### config.mk
export PLATFORM = sky130hd
export DESIGN_NAME = msc_port
export DESIGN_NICKNAME = d
export VERILOG_FILES = /design/src/logic/msc_pkg.sv /design/src/logic/cfg_clock_gen.sv /design/src/logic/crc16_serial.sv /design/src/logic/msc_port.sv
export SDC_FILE = /design/constraint.sdc
export NUM_CORES = 1
export LEC_CHECK = 0
export ABC_AREA = 0
export BUFFER_PORTS_ARGS = -buffer_cell sky130_fd_sc_hd__buf_2
export CORE_MARGIN = 10
export CORE_UTILIZATION = 46
export CTS_BUF_LIST = sky130_fd_sc_hd__clkbuf_8
export DETAILED_ROUTE_END_ITERATION = 10
export RECOVER_POWER = 25
export SYNTH_ARGS = -nofsm -noshare
export SYNTH_HDL_FRONTEND = slang
export SYNTH_HIERARCHICAL = 1
export SYNTH_SLANG_ARGS = --single-unit
### constraint.sdc
create_clock -name CLOCK -period 11.1 [get_ports CLOCK]
set_clock_uncertainty 0.05 [all_clocks]
set_input_delay 1.11 -clock CLOCK [delete_from_list [all_inputs] [get_ports CLOCK]]
set_output_delay 1.11 -clock CLOCK [all_outputs]
set_load 0.005 [all_outputs]
### src/logic/msc_pkg.sv
package msc_pkg;

    // ------------------------------------------------------------
    // Timing
    // ------------------------------------------------------------
    localparam int CLK_PERIOD_NS = 10;
    localparam int PROG_MIN_NS = 500;
    localparam int PROG_MIN_CYC =
        (PROG_MIN_NS + CLK_PERIOD_NS - 1) / CLK_PERIOD_NS;
    localparam int CLEAR_CYC = 64;
    localparam int HALF_BASE = 4;
    localparam int CRC_BITS = 16;

    // ------------------------------------------------------------
    // Codes and reset values
    // ------------------------------------------------------------
    localparam logic [2:0] MODE_MASTER_SERIAL = 3'h0;
    localparam logic [15:0] CRC_POLY = 16'h1021;
    localparam logic [15:0] CRC_INIT = 16'hFFFF;
    localparam logic [7:0] SYNC_RST = 8'h80;
    localparam logic [1:0] RATE_RST = 2'h0;
    localparam logic [31:0] LEN_RST = 32'h0000_0100;
    localparam logic [4:0] MASK_RST = 5'h00;

    // ------------------------------------------------------------
    // Register map
    // ------------------------------------------------------------
    localparam logic [7:0] ADDR_CTRL = 8'h00;
    localparam logic [7:0] ADDR_LEN = 8'h04;
    localparam logic [7:0] ADDR_STATUS = 8'h08;
    localparam logic [7:0] ADDR_INT_STAT = 8'h0C;
    localparam logic [7:0] ADDR_INT_MASK = 8'h10;
    localparam logic [7:0] ADDR_BITCNT = 8'h14;
    localparam int STAT_INIT_BIT = 3;
    localparam int STAT_DONE_BIT = 4;
    localparam int STAT_SEL_BIT = 5;
    localparam int STAT_MODE_LSB = 8;

    typedef enum logic [2:0] {
        ST_CLEAR, ST_WAIT_INIT, ST_LOAD, ST_CHECK,
        ST_PASS, ST_USER, ST_ERROR, ST_MODE_ERR
    } state_t;

    typedef struct packed {
        logic prog;
        logic sel_chg;
        logic mode_err;
        logic crc_err;
        logic done;
    } evt_t;

    typedef struct packed {
        logic prog_n;
        logic sel;
        logic [2:0] mode;
        logic din;
        logic init_n;
        logic done;
    } pins_t;

endpackage : msc_pkg

### src/logic/cfg_clock_gen.sv
`timescale 1ns/1ns
module cfg_clock_gen import msc_pkg::*; #(
    parameter int CW = 8
) (
    input wire logic clk,
    input wire logic rst,
    input wire logic run,
    input wire logic [1:0] rate,
    output logic config_clock_out,
    output logic rise
);

    logic [CW-1:0] cnt_r;
    logic [CW-1:0] half;
    logic config_clock_out_r;

    assign half = CW'(HALF_BASE) << rate;
    assign config_clock_out = config_clock_out_r;
    assign rise = run && !config_clock_out_r && (cnt_r == half - CW'(1));

    // ------------------------------------------------------------
    // Divider: half period is HALF_BASE shifted by the rate option
    // ------------------------------------------------------------
    always_ff @(posedge clk or posedge rst) begin
        if (rst) begin
            cnt_r <= '0;
            config_clock_out_r <= 1'b0;
        end else if (!run) begin
            cnt_r <= '0;
            config_clock_out_r <= 1'b0;
        end else if (cnt_r == half - CW'(1)) begin
            cnt_r <= '0;
            config_clock_out_r <= ~config_clock_out_r;
        end else begin
            cnt_r <= cnt_r + CW'(1);
        end
    end
endmodule : cfg_clock_gen

### src/logic/crc16_serial.sv
`timescale 1ns/1ns
module crc16_serial import msc_pkg::*; (
    input wire logic clk,
    input wire logic rst,
    input wire logic clear,
    input wire logic shift,
    input wire logic bit_in,
    output logic [15:0] crc
);

    logic [15:0] crc_r;
    logic fb;

    assign fb = crc_r[15] ^ bit_in;
    assign crc = crc_r;

    // ------------------------------------------------------------
    // Serial CRC, MSB first
    // ------------------------------------------------------------
    always_ff @(posedge clk or posedge rst) begin
        if (rst) begin
            crc_r <= CRC_INIT;
        end else if (clear) begin
            crc_r <= CRC_INIT;
        end else if (shift) begin
            crc_r <= {crc_r[14:0], 1'b0} ^ (fb ? CRC_POLY : 16'h0000);
        end
    end

endmodule : crc16_serial

### src/logic/msc_port.sv
// Contract
// - Pull-ups on while configuring and select low
// - Dual-purpose pins released after done seen high
// - Pull-up select becomes user pin after done
// - Config clock from internal divider, rate option
// - Config clock driven to PROM during configuration
// - PROM serial data enters on serial input
// - Serial output actively driven throughout configuration
// - Serial output feeds next chained device input
// - Init held low while clearing, then released
// - Done low until successful configuration completes
// - Program low 500 ns restarts on release
// - CRC error drives init indicator low
`timescale 1ns/1ns
module msc_port import msc_pkg::*; #(
    parameter int CLEAR_LEN = CLEAR_CYC
) (
    input wire logic CLOCK,
    input wire logic RST,
    input wire logic [7:0] PADDR,
    input wire logic PSEL,
    input wire logic PENABLE,
    input wire logic PWRITE,
    input wire logic [31:0] PWDATA,
    output logic [31:0] PRDATA,
    output logic PREADY,
    output logic PSLVERR,
    output logic IRQ,
    input wire logic PROGRAM_REQUEST_N,
    input wire logic PULLUP_DISABLE_SELECT,
    input wire logic [2:0] MODE_SELECT,
    input wire logic SERIAL_IN,
    output logic CONFIG_CLOCK_OUT,
    output logic CONFIG_CLOCK_OE,
    output logic SERIAL_OUT,
    output logic SERIAL_OUT_OE,
    input wire logic INIT_N_IN,
    output logic INIT_N_OUT,
    output logic INIT_N_OE,
    input wire logic DONE_IN,
    output logic DONE_OUT,
    output logic DONE_OE,
    output logic PULLUP_ENABLE,
    output logic USER_IO_RELEASE
);

    localparam logic [7:0] PROG_MIN_CNT = 8'(PROG_MIN_CYC);

    state_t st_r;
    state_t st_nxt;
    pins_t raw;
    pins_t s1_r;
    pins_t s2_r;
    logic [7:0] plo_r;
    logic restart;
    logic [31:0] cnt_r;
    logic [15:0] rx_crc_r;
    logic [15:0] crc_val;
    logic crc_ok;
    logic rise;
    logic run;
    logic sel_ref_r;
    logic [2:0] mode_r;
    logic [1:0] rate_r;
    logic [31:0] len_r;
    evt_t mask_r;
    evt_t stat_r;
    evt_t ev;
    evt_t clr;
    logic [31:0] prdata_r;
    logic [31:0] rd;
    logic wr;
    logic init_oe_r;
    logic done_oe_r;
    logic drive_r;
    logic pullup_r;
    logic release_r;
    logic dout_r;

    function automatic logic addr_hit(input logic [7:0] a);
        return a == ADDR_CTRL || a == ADDR_LEN || a == ADDR_STATUS ||
            a == ADDR_INT_STAT || a == ADDR_INT_MASK || a == ADDR_BITCNT;
    endfunction : addr_hit

    // ------------------------------------------------------------
    // Pin synchronisers
    // ------------------------------------------------------------
    assign raw = '{PROGRAM_REQUEST_N, PULLUP_DISABLE_SELECT,
        MODE_SELECT, SERIAL_IN, INIT_N_IN, DONE_IN};

    always_ff @(posedge CLOCK or posedge RST) begin
        if (RST) begin
            s1_r <= SYNC_RST;
            s2_r <= SYNC_RST;
        end else begin
            s1_r <= raw;
            s2_r <= s1_r;
        end
    end

    // ------------------------------------------------------------
    // Program request qualification
    // ------------------------------------------------------------
    always_ff @(posedge CLOCK or posedge RST) begin
        if (RST) begin
            plo_r <= 8'h00;
        end else if (s2_r.prog_n) begin
            plo_r <= 8'h00;
        end else if (plo_r != PROG_MIN_CNT) begin
            plo_r <= plo_r + 8'h01;
        end
    end

    assign restart = s2_r.prog_n && (plo_r == PROG_MIN_CNT);

    // ------------------------------------------------------------
    // Config clock and CRC
    // ------------------------------------------------------------
    assign run = st_r == ST_LOAD || st_r == ST_CHECK ||
        st_r == ST_PASS;

    cfg_clock_gen i_cfg_clock_gen (
        .clk(CLOCK),
        .rst(RST),
        .run(run),
        .rate(rate_r),
        .config_clock_out(CONFIG_CLOCK_OUT),
        .rise(rise)
    );

    crc16_serial i_crc16_serial (
        .clk(CLOCK),
        .rst(RST),
        .clear(st_r == ST_WAIT_INIT),
        .shift(st_r == ST_LOAD && rise),
        .bit_in(s2_r.din),
        .crc(crc_val)
    );

    assign crc_ok = {rx_crc_r[14:0], s2_r.din} == crc_val;

    // ------------------------------------------------------------
    // Sequencer
    // ------------------------------------------------------------
    always_comb begin
        st_nxt = st_r;
        unique case (st_r)
            ST_CLEAR: begin
                if (cnt_r == 32'(CLEAR_LEN - 1)) begin
                    st_nxt = ST_WAIT_INIT;
                end
            end
            ST_WAIT_INIT: begin
                if (s2_r.init_n) begin
                    st_nxt = (s2_r.mode == MODE_MASTER_SERIAL) ?
                        ST_LOAD : ST_MODE_ERR;
                end
            end
            ST_LOAD: begin
                if (rise && cnt_r + 32'h1 >= len_r) begin
                    st_nxt = ST_CHECK;
                end
            end
            ST_CHECK: begin
                if (rise && cnt_r == 32'(CRC_BITS - 1)) begin
                    st_nxt = crc_ok ? ST_PASS : ST_ERROR;
                end
            end
            ST_PASS: begin
                if (s2_r.done) begin
                    st_nxt = ST_USER;
                end
            end
            ST_USER, ST_ERROR, ST_MODE_ERR: begin
                st_nxt = st_r;
            end
        endcase
        if (restart) begin
            st_nxt = ST_CLEAR;
        end
    end

    always_ff @(posedge CLOCK or posedge RST) begin
        if (RST) begin
            st_r <= ST_CLEAR;
        end else begin
            st_r <= st_nxt;
        end
    end

    // Cycle count in clear, bit count in load and check
    always_ff @(posedge CLOCK or posedge RST) begin
        if (RST) begin
            cnt_r <= 32'h0000_0000;
        end else if (st_nxt != st_r) begin
            cnt_r <= 32'h0000_0000;
        end else if (st_r == ST_CLEAR ||
            ((st_r == ST_LOAD || st_r == ST_CHECK) && rise)) begin
            cnt_r <= cnt_r + 32'h1;
        end
    end

    always_ff @(posedge CLOCK or posedge RST) begin
        if (RST) begin
            rx_crc_r <= 16'h0000;
        end else if (st_r == ST_CHECK && rise) begin
            rx_crc_r <= {rx_crc_r[14:0], s2_r.din};
        end
    end

    always_ff @(posedge CLOCK or posedge RST) begin
        if (RST) begin
            mode_r <= 3'h0;
        end else if (st_r == ST_WAIT_INIT && s2_r.init_n) begin
            mode_r <= s2_r.mode;
        end
    end

    // Reference level of the pull-up select, taken while clearing
    always_ff @(posedge CLOCK or posedge RST) begin
        if (RST) begin
            sel_ref_r <= 1'b0;
        end else if (st_r == ST_CLEAR) begin
            sel_ref_r <= s2_r.sel;
        end
    end

    // ------------------------------------------------------------
    // Pin drivers
    // ------------------------------------------------------------
    always_ff @(posedge CLOCK or posedge RST) begin
        if (RST) begin
            init_oe_r <= 1'b1;
            done_oe_r <= 1'b1;
            drive_r <= 1'b1;
            pullup_r <= 1'b0;
            release_r <= 1'b0;
        end else begin
            init_oe_r <= st_nxt == ST_CLEAR ||
                st_nxt == ST_ERROR;
            done_oe_r <= !(st_nxt == ST_PASS ||
                st_nxt == ST_USER);
            drive_r <= st_nxt != ST_USER;
            pullup_r <= st_nxt != ST_USER && !s2_r.sel;
            release_r <= st_nxt == ST_USER;
        end
    end

    always_ff @(posedge CLOCK or posedge RST) begin
        if (RST) begin
            dout_r <= 1'b1;
        end else if (st_r != ST_PASS) begin
            dout_r <= 1'b1;
        end else if (rise) begin
            dout_r <= s2_r.din;
        end
    end

    assign INIT_N_OUT = 1'b0;
    assign DONE_OUT = 1'b0;
    assign INIT_N_OE = init_oe_r;
    assign DONE_OE = done_oe_r;
    assign CONFIG_CLOCK_OE = drive_r;
    assign SERIAL_OUT_OE = drive_r;
    assign SERIAL_OUT = dout_r;
    assign PULLUP_ENABLE = pullup_r;
    assign USER_IO_RELEASE = release_r;

    // ------------------------------------------------------------
    // Events and interrupt
    // ------------------------------------------------------------
    assign wr = PSEL && PENABLE && PWRITE;

    always_comb begin
        ev.prog = restart;
        ev.sel_chg = (st_r == ST_WAIT_INIT || st_r == ST_LOAD ||
            st_r == ST_CHECK || st_r == ST_PASS) &&
            s2_r.sel != sel_ref_r;
        ev.mode_err = st_nxt == ST_MODE_ERR && st_r != ST_MODE_ERR;
        ev.crc_err = st_nxt == ST_ERROR && st_r != ST_ERROR;
        ev.done = st_nxt == ST_PASS && st_r != ST_PASS;
        clr = (wr && PADDR == ADDR_INT_STAT) ? evt_t'(PWDATA[4:0]) : '0;
    end

    // Set wins over a same-cycle clear
    always_ff @(posedge CLOCK or posedge RST) begin
        if (RST) begin
            stat_r <= '0;
        end else begin
            stat_r <= (stat_r & ~clr) | ev;
        end
    end

    assign IRQ = |(stat_r & mask_r);

    // ------------------------------------------------------------
    // APB slave
    // ------------------------------------------------------------
    always_ff @(posedge CLOCK or posedge RST) begin
        if (RST) begin
            rate_r <= RATE_RST;
            len_r <= LEN_RST;
            mask_r <= MASK_RST;
        end else if (wr) begin
            if (PADDR == ADDR_CTRL) begin
                rate_r <= PWDATA[1:0];
            end
            if (PADDR == ADDR_LEN) begin
                len_r <= PWDATA;
            end
            if (PADDR == ADDR_INT_MASK) begin
                mask_r <= evt_t'(PWDATA[4:0]);
            end
        end
    end

    always_comb begin
        rd = 32'h0000_0000;
        unique case (PADDR)
            ADDR_CTRL: rd[1:0] = rate_r;
            ADDR_LEN: rd = len_r;
            ADDR_STATUS: begin
                rd[2:0] = st_r;
                rd[STAT_INIT_BIT] = s2_r.init_n;
                rd[STAT_DONE_BIT] = s2_r.done;
                rd[STAT_SEL_BIT] = s2_r.sel;
                rd[STAT_MODE_LSB +: 3] = mode_r;
            end
            ADDR_INT_STAT: rd[4:0] = stat_r;
            ADDR_INT_MASK: rd[4:0] = mask_r;
            ADDR_BITCNT: rd = cnt_r;
            default: rd = 32'h0000_0000;
        endcase
    end

    always_ff @(posedge CLOCK or posedge RST) begin
        if (RST) begin
            prdata_r <= 32'h0000_0000;
        end else if (PSEL && !PENABLE) begin
            prdata_r <= rd;
        end
    end

    assign PRDATA = prdata_r;
    assign PREADY = 1'b1;
    assign PSLVERR = PSEL && PENABLE && !addr_hit(PADDR);
endmodule : msc_port

Yosys cells after proc, flatten, opt, wreduce, memory -nomap -nowiden
Cells that the tools add are included.
Storage, ports and cells
  memories: 0
  bits in writable memories: 0
  bits in read-only memories: 0
  word-level logic and storage cells: 161
  bits in latches: 0
  register bits after elaboration: 185
  input port bits: 53
Operators by class
  $mul: 0
  $lt $le $gt $ge: 1
  reductions and logical operators: 50
  mux-type cells: 29
  eq/ne operators: 29
  shift operators: 1
  divide/modulo/power cells: 0
  $add $sub $neg: 4
  bitwise logic cells: 7
Operators with widths (number)
  32-bit 2-to-1 mux: 2
  21-bit case mux with 2 select lines: 1
  32-bit by 1-bit adder with 32-bit output (second input constant): 1
  32-bit by 4-bit equality test with 1-bit output (second input constant): 1
  32-bit by 6-bit equality test with 1-bit output (second input constant): 1
  32-bit greater-or-equal comparator: 1
  16-bit 2-to-1 mux: 2
  8-bit 2-to-1 mux: 4
  3-bit equality test (second input constant): 8
  3-bit 2-to-1 mux: 7
  1-bit logical AND: 19
  3-bit case mux with 6 select lines: 1
  8-bit by 1-bit adder with 8-bit output (second input constant): 2
  16-bit equality test: 1
  8-bit by 4-bit equality test with 1-bit output (second input constant): 2
  8-bit by 5-bit equality test with 1-bit output (second input constant): 2
  16-bit bitwise XOR: 1
  3-bit case mux with 5 select lines: 1
  1-bit logical OR: 13
  13-bit 2-to-1 mux: 1
  3-bit inequality test (second input constant): 4
  2-bit case mux with 6 select lines: 1
  5-bit bitwise AND: 2
  3-bit logical NOT: 3
  other kinds (27): 40

Depth between registers and ports, before layout
  depth in word-level cells: 12
  mapped depth: 18

Hierarchy
The synthesis kept the hierarchy.
Modules (own cells, without submodules)
  msc_port: cells each 846, area each 8590.7 µm², times used 1, sequential area each 4012.6 µm²
  crc16_serial: cells each 57, area each 744.5 µm², times used 1, sequential area each 420.4 µm²
  cfg_clock_gen: cells each 44, area each 467.9 µm², times used 1, sequential area each 225.2 µm²

Worst setup path before layout
OpenSTA, ideal clock, no wires.
  path kind: register to register
  start: register cnt_r[0] (netlist name)
  end: register cnt_r[10] (netlist name)
  path buffers: 2
  data required time: 10929 ps
  arrival: 3500 ps
  cell stages (with the launch flop): 17
  setup time: 121 ps
  path slack: 7429 ps
  cell sequence: dfrtp_1 ha_1 and3_1 and4_2 nand4_2 or2_1 buf_2 nor2_1 nand3_1 xnor2_1 ha_1 nand4_1 a2111oi_0 a211oi_1 o311ai_2 buf_2 nor2_1

==> flow_summary.yaml <==
status:
  status: "complete, but fails checks"
  violations: "capacitance limit, slew limit"
drt:
  final_antenna_net_count: 0
  wl_per_cell_um: 17.9
  via_per_inst: 5.43
  drc_errors: 0
  drtIter0Drc: 495
  drt_pass1_iterations: 5
  vias: 7032
  routed_wl_um: 23200
final_layout:
  multi_input_area_mm2: 0.00469
  layout-drive-gt1-share_pct: 23.3
  fillCellCount: 1981
  nets: 1097
  seq_area_mm2: 0.00466
  area_growth_pct: 9.89
  n_antenna_cell: 0
critical_path:
  worstReg2RegEnd: "cnt_r[21]"
  path_common_cell: "nand2_1"
  worstPathRequired_ns: 11.38
  crit_buf_inv: 1
  crit_path_end_kind: "flip-flop"
  r2r_start: "st_r[2]"
  crit_type: "reg2reg"
  rrSetupSlack_ns: 6.62
  slowest_delay_ns: 0.90
  path_cells: "nand2_1, o21ai_0, nor4b_2, nand2_1, nor3_4, nand2_1, a2111oi_0, a211oi_1, o311ai_4, buf_4, nor2_1"
  cp-startpoint: "st_r[2]"
  crit_fanout: 35
  cp-start-kind: "flip-flop"
  slowest_stage: "nor3_4"
  arrival_ns: 4.75
  rr_worst_depth: 11
  critPathTopFamily: "simple AND/OR/NAND/NOR gates"
logic_synthesis:
  synth-seq-area-share_pct: 47.5
  synth_edf_count: 0
  netlist_area_mm2: 0.00980
  yosysUniqueCellTypes: 71
  netlist_instances: 947
  ys_ff_latch: 185
  yosys.area.top_type: "dfrtp_1"
  netlist_top_cells_area: "dfrtp_1 (41%), mux2_2 (6.7%), dfstp_2 (6.2%)"
  synth_top_area_share_pct: 41.4
  yosysMostFrequentCell: "dfrtp_1"
  async_flop_share_pct: 100
  synthFlopType: "dfrtp_1"
  syn_avg_cell_area_um2: 10.4
  synthTopCellsByCount: "dfrtp_1 (162), nor2_1 (81), nand2_1 (77), mux2_2 (58), xnor2_1 (52)"
  yosysWarnings: 6
timing:
  period_share_pct: 40.3
  relSlewSlack_pct: -195
  final.setup.tns_ns: 0
  min_period_ns: 4.48
  slew_violations: 102
  finalWorstSetupSlack_ns: 6.62
  worst_pin_slew_ns: 4.40
  rsz0062_at_grt: "no"
  max_freq_mhz: 223
  setup_viol: 0
  whs_ns: 0.307
  final_hold_viol_count: 0
flow_run:
  cap_violations: 1
floorplanning:
  num_rows: 53
  dieArea_mm2: 0.0276
  start_util_pct: 46.6
  die_y_um: 166
  ioPinCount: 98
  fp.dieW_um: 166
  coreArea_mm2: 0.0210
place:
  preCtsSetupSlack_ns: 6.66
  finalWeightedCongestion: 0.879
  dpl.hpwl_um: 16700
  port_buffers: 94
min_path:
  hp-class: "reg2reg"
  holdPathEnd: "s2_r[2]"
  hold_path_depth: 0
  min-delay-start: "s1_r[2]"
cts:
  cts_hold_buf: 0
  path_clk_slew_ns: 0.10
  numCtsBuffers: 17
  clock_sinks: 185
  cts_tree: "built"
  root_buffer: "clkbuf_8"
  cts_resized: 0
  h-tree-depth: 4
  clk_path_buf_depth: 2
  post-cts-setup-buffers: 0
  worstSkewPairLatency_ns: 0.46
grt:
  grt_max_degree: 102
  grt_pass1_vias: 7061
  grt_use_total_pct: 16.7
  grt_pass1_wl_um: 38200
  grt_overflow_total: 0
  antenna_found_initial: 0
pwr:
  power.total_mw: 1.20
  ir_drop_mv: 0.0768
  leakagePower_nw: 5.11
  power_density_mw_per_mm2: 111
-- metal layers --
layer  routed length, um  global-route usage (%)  up-vias  share of wire, %
met2               10600                    26.0      138                45
met1               11400                    22.9     3462                49
met4                 247                    3.85        0               1.1
li1                    -                       -     3414                 -
met5                   0                       0        -                 0
met3                1000                    4.07       18               4.3
-- placed cells by master, fill, tap and decap left out, types with 16 or more instances in the layout --
master / netlist / layout
dfrtp_1: 162 / 162
buf_2: 26 / 93
nor2_1: 81 / 81
nand2_1: 77 / 77
mux2_2: 58 / 58
xnor2_1: 52 / 52
inv_1: 47 / 47
xor2_1: 40 / 40
ha_1: 36 / 36
nand3_1: 35 / 35
o21ai_0: 32 / 32
a22oi_1: 25 / 25
dfstp_2: 23 / 23
a21oi_1: 22 / 22
nor2b_1: 19 / 19
clkbuf_8: 0 / 18
nand4_1: 16 / 16
a211o_1: 16 / 16
-- worst max path at each step --
stage                     end  slack [ns]  cells past startpoint
floorplan           PRDATA[0]        5.63                      1
global placement     cnt_r[7]        6.79                     12
detailed placement  cnt_r[15]        6.66                     12
CTS                 cnt_r[21]        6.58                     12
global route        cnt_r[27]        6.08                     12
finish              cnt_r[21]        6.62                     11
-- area by class of cell --
type	count	share of cell area, %
inverters	47	1.65
flip-flops and latches	185	43.2
clock inverters	14	1.37
multi-input cells	658	43.5
repair buffers	99	4.70
well taps	275	3.19
clock buffers	18	2.30
-- state kept, by name, summed over array words and instances, names as in the netlist, 8 cells and up --
register               cells
plo_r                      8
PRDATA                    32
s1_r                       8
cnt_r                     32
rx_crc_r                  15
i_cfg_clock_gen/cnt_r      8
s2_r                       8
i_crc16_serial/crc        16
len_r                     32
-- cells by family after synthesis --
group / share of synthesized area (%)
other: 0.0766
AO/OA/AOI/OAI: 10.6
multiplexers: 6.98
flip-flops: 47.5
buffers and inverters: 4.86
XOR/XNOR: 8.70
adder cells (fa/ha/maj): 4.59
AND/OR/NAND/NOR: 16.7
-- power breakdown --
group	internal, mW	switching, mW	leakage, nW
sequential	0.682	0.00780	2.44
clock	0.209	0.253	0.211
combinational	0.0168	0.0318	2.47
-- stage by stage --
stage	area [um^2]	std cells	util, %
6_report	10800	1296	51.2
5_1_grt	10800	1296	51.2
4_1_cts	10800	1296	51.3
3_5_place_dp	10400	1264	49.4
3_3_place_gp	10400	1264	49.4
2_1_floorplan	9810	948	-
Power figures use the tool's default switching activity.
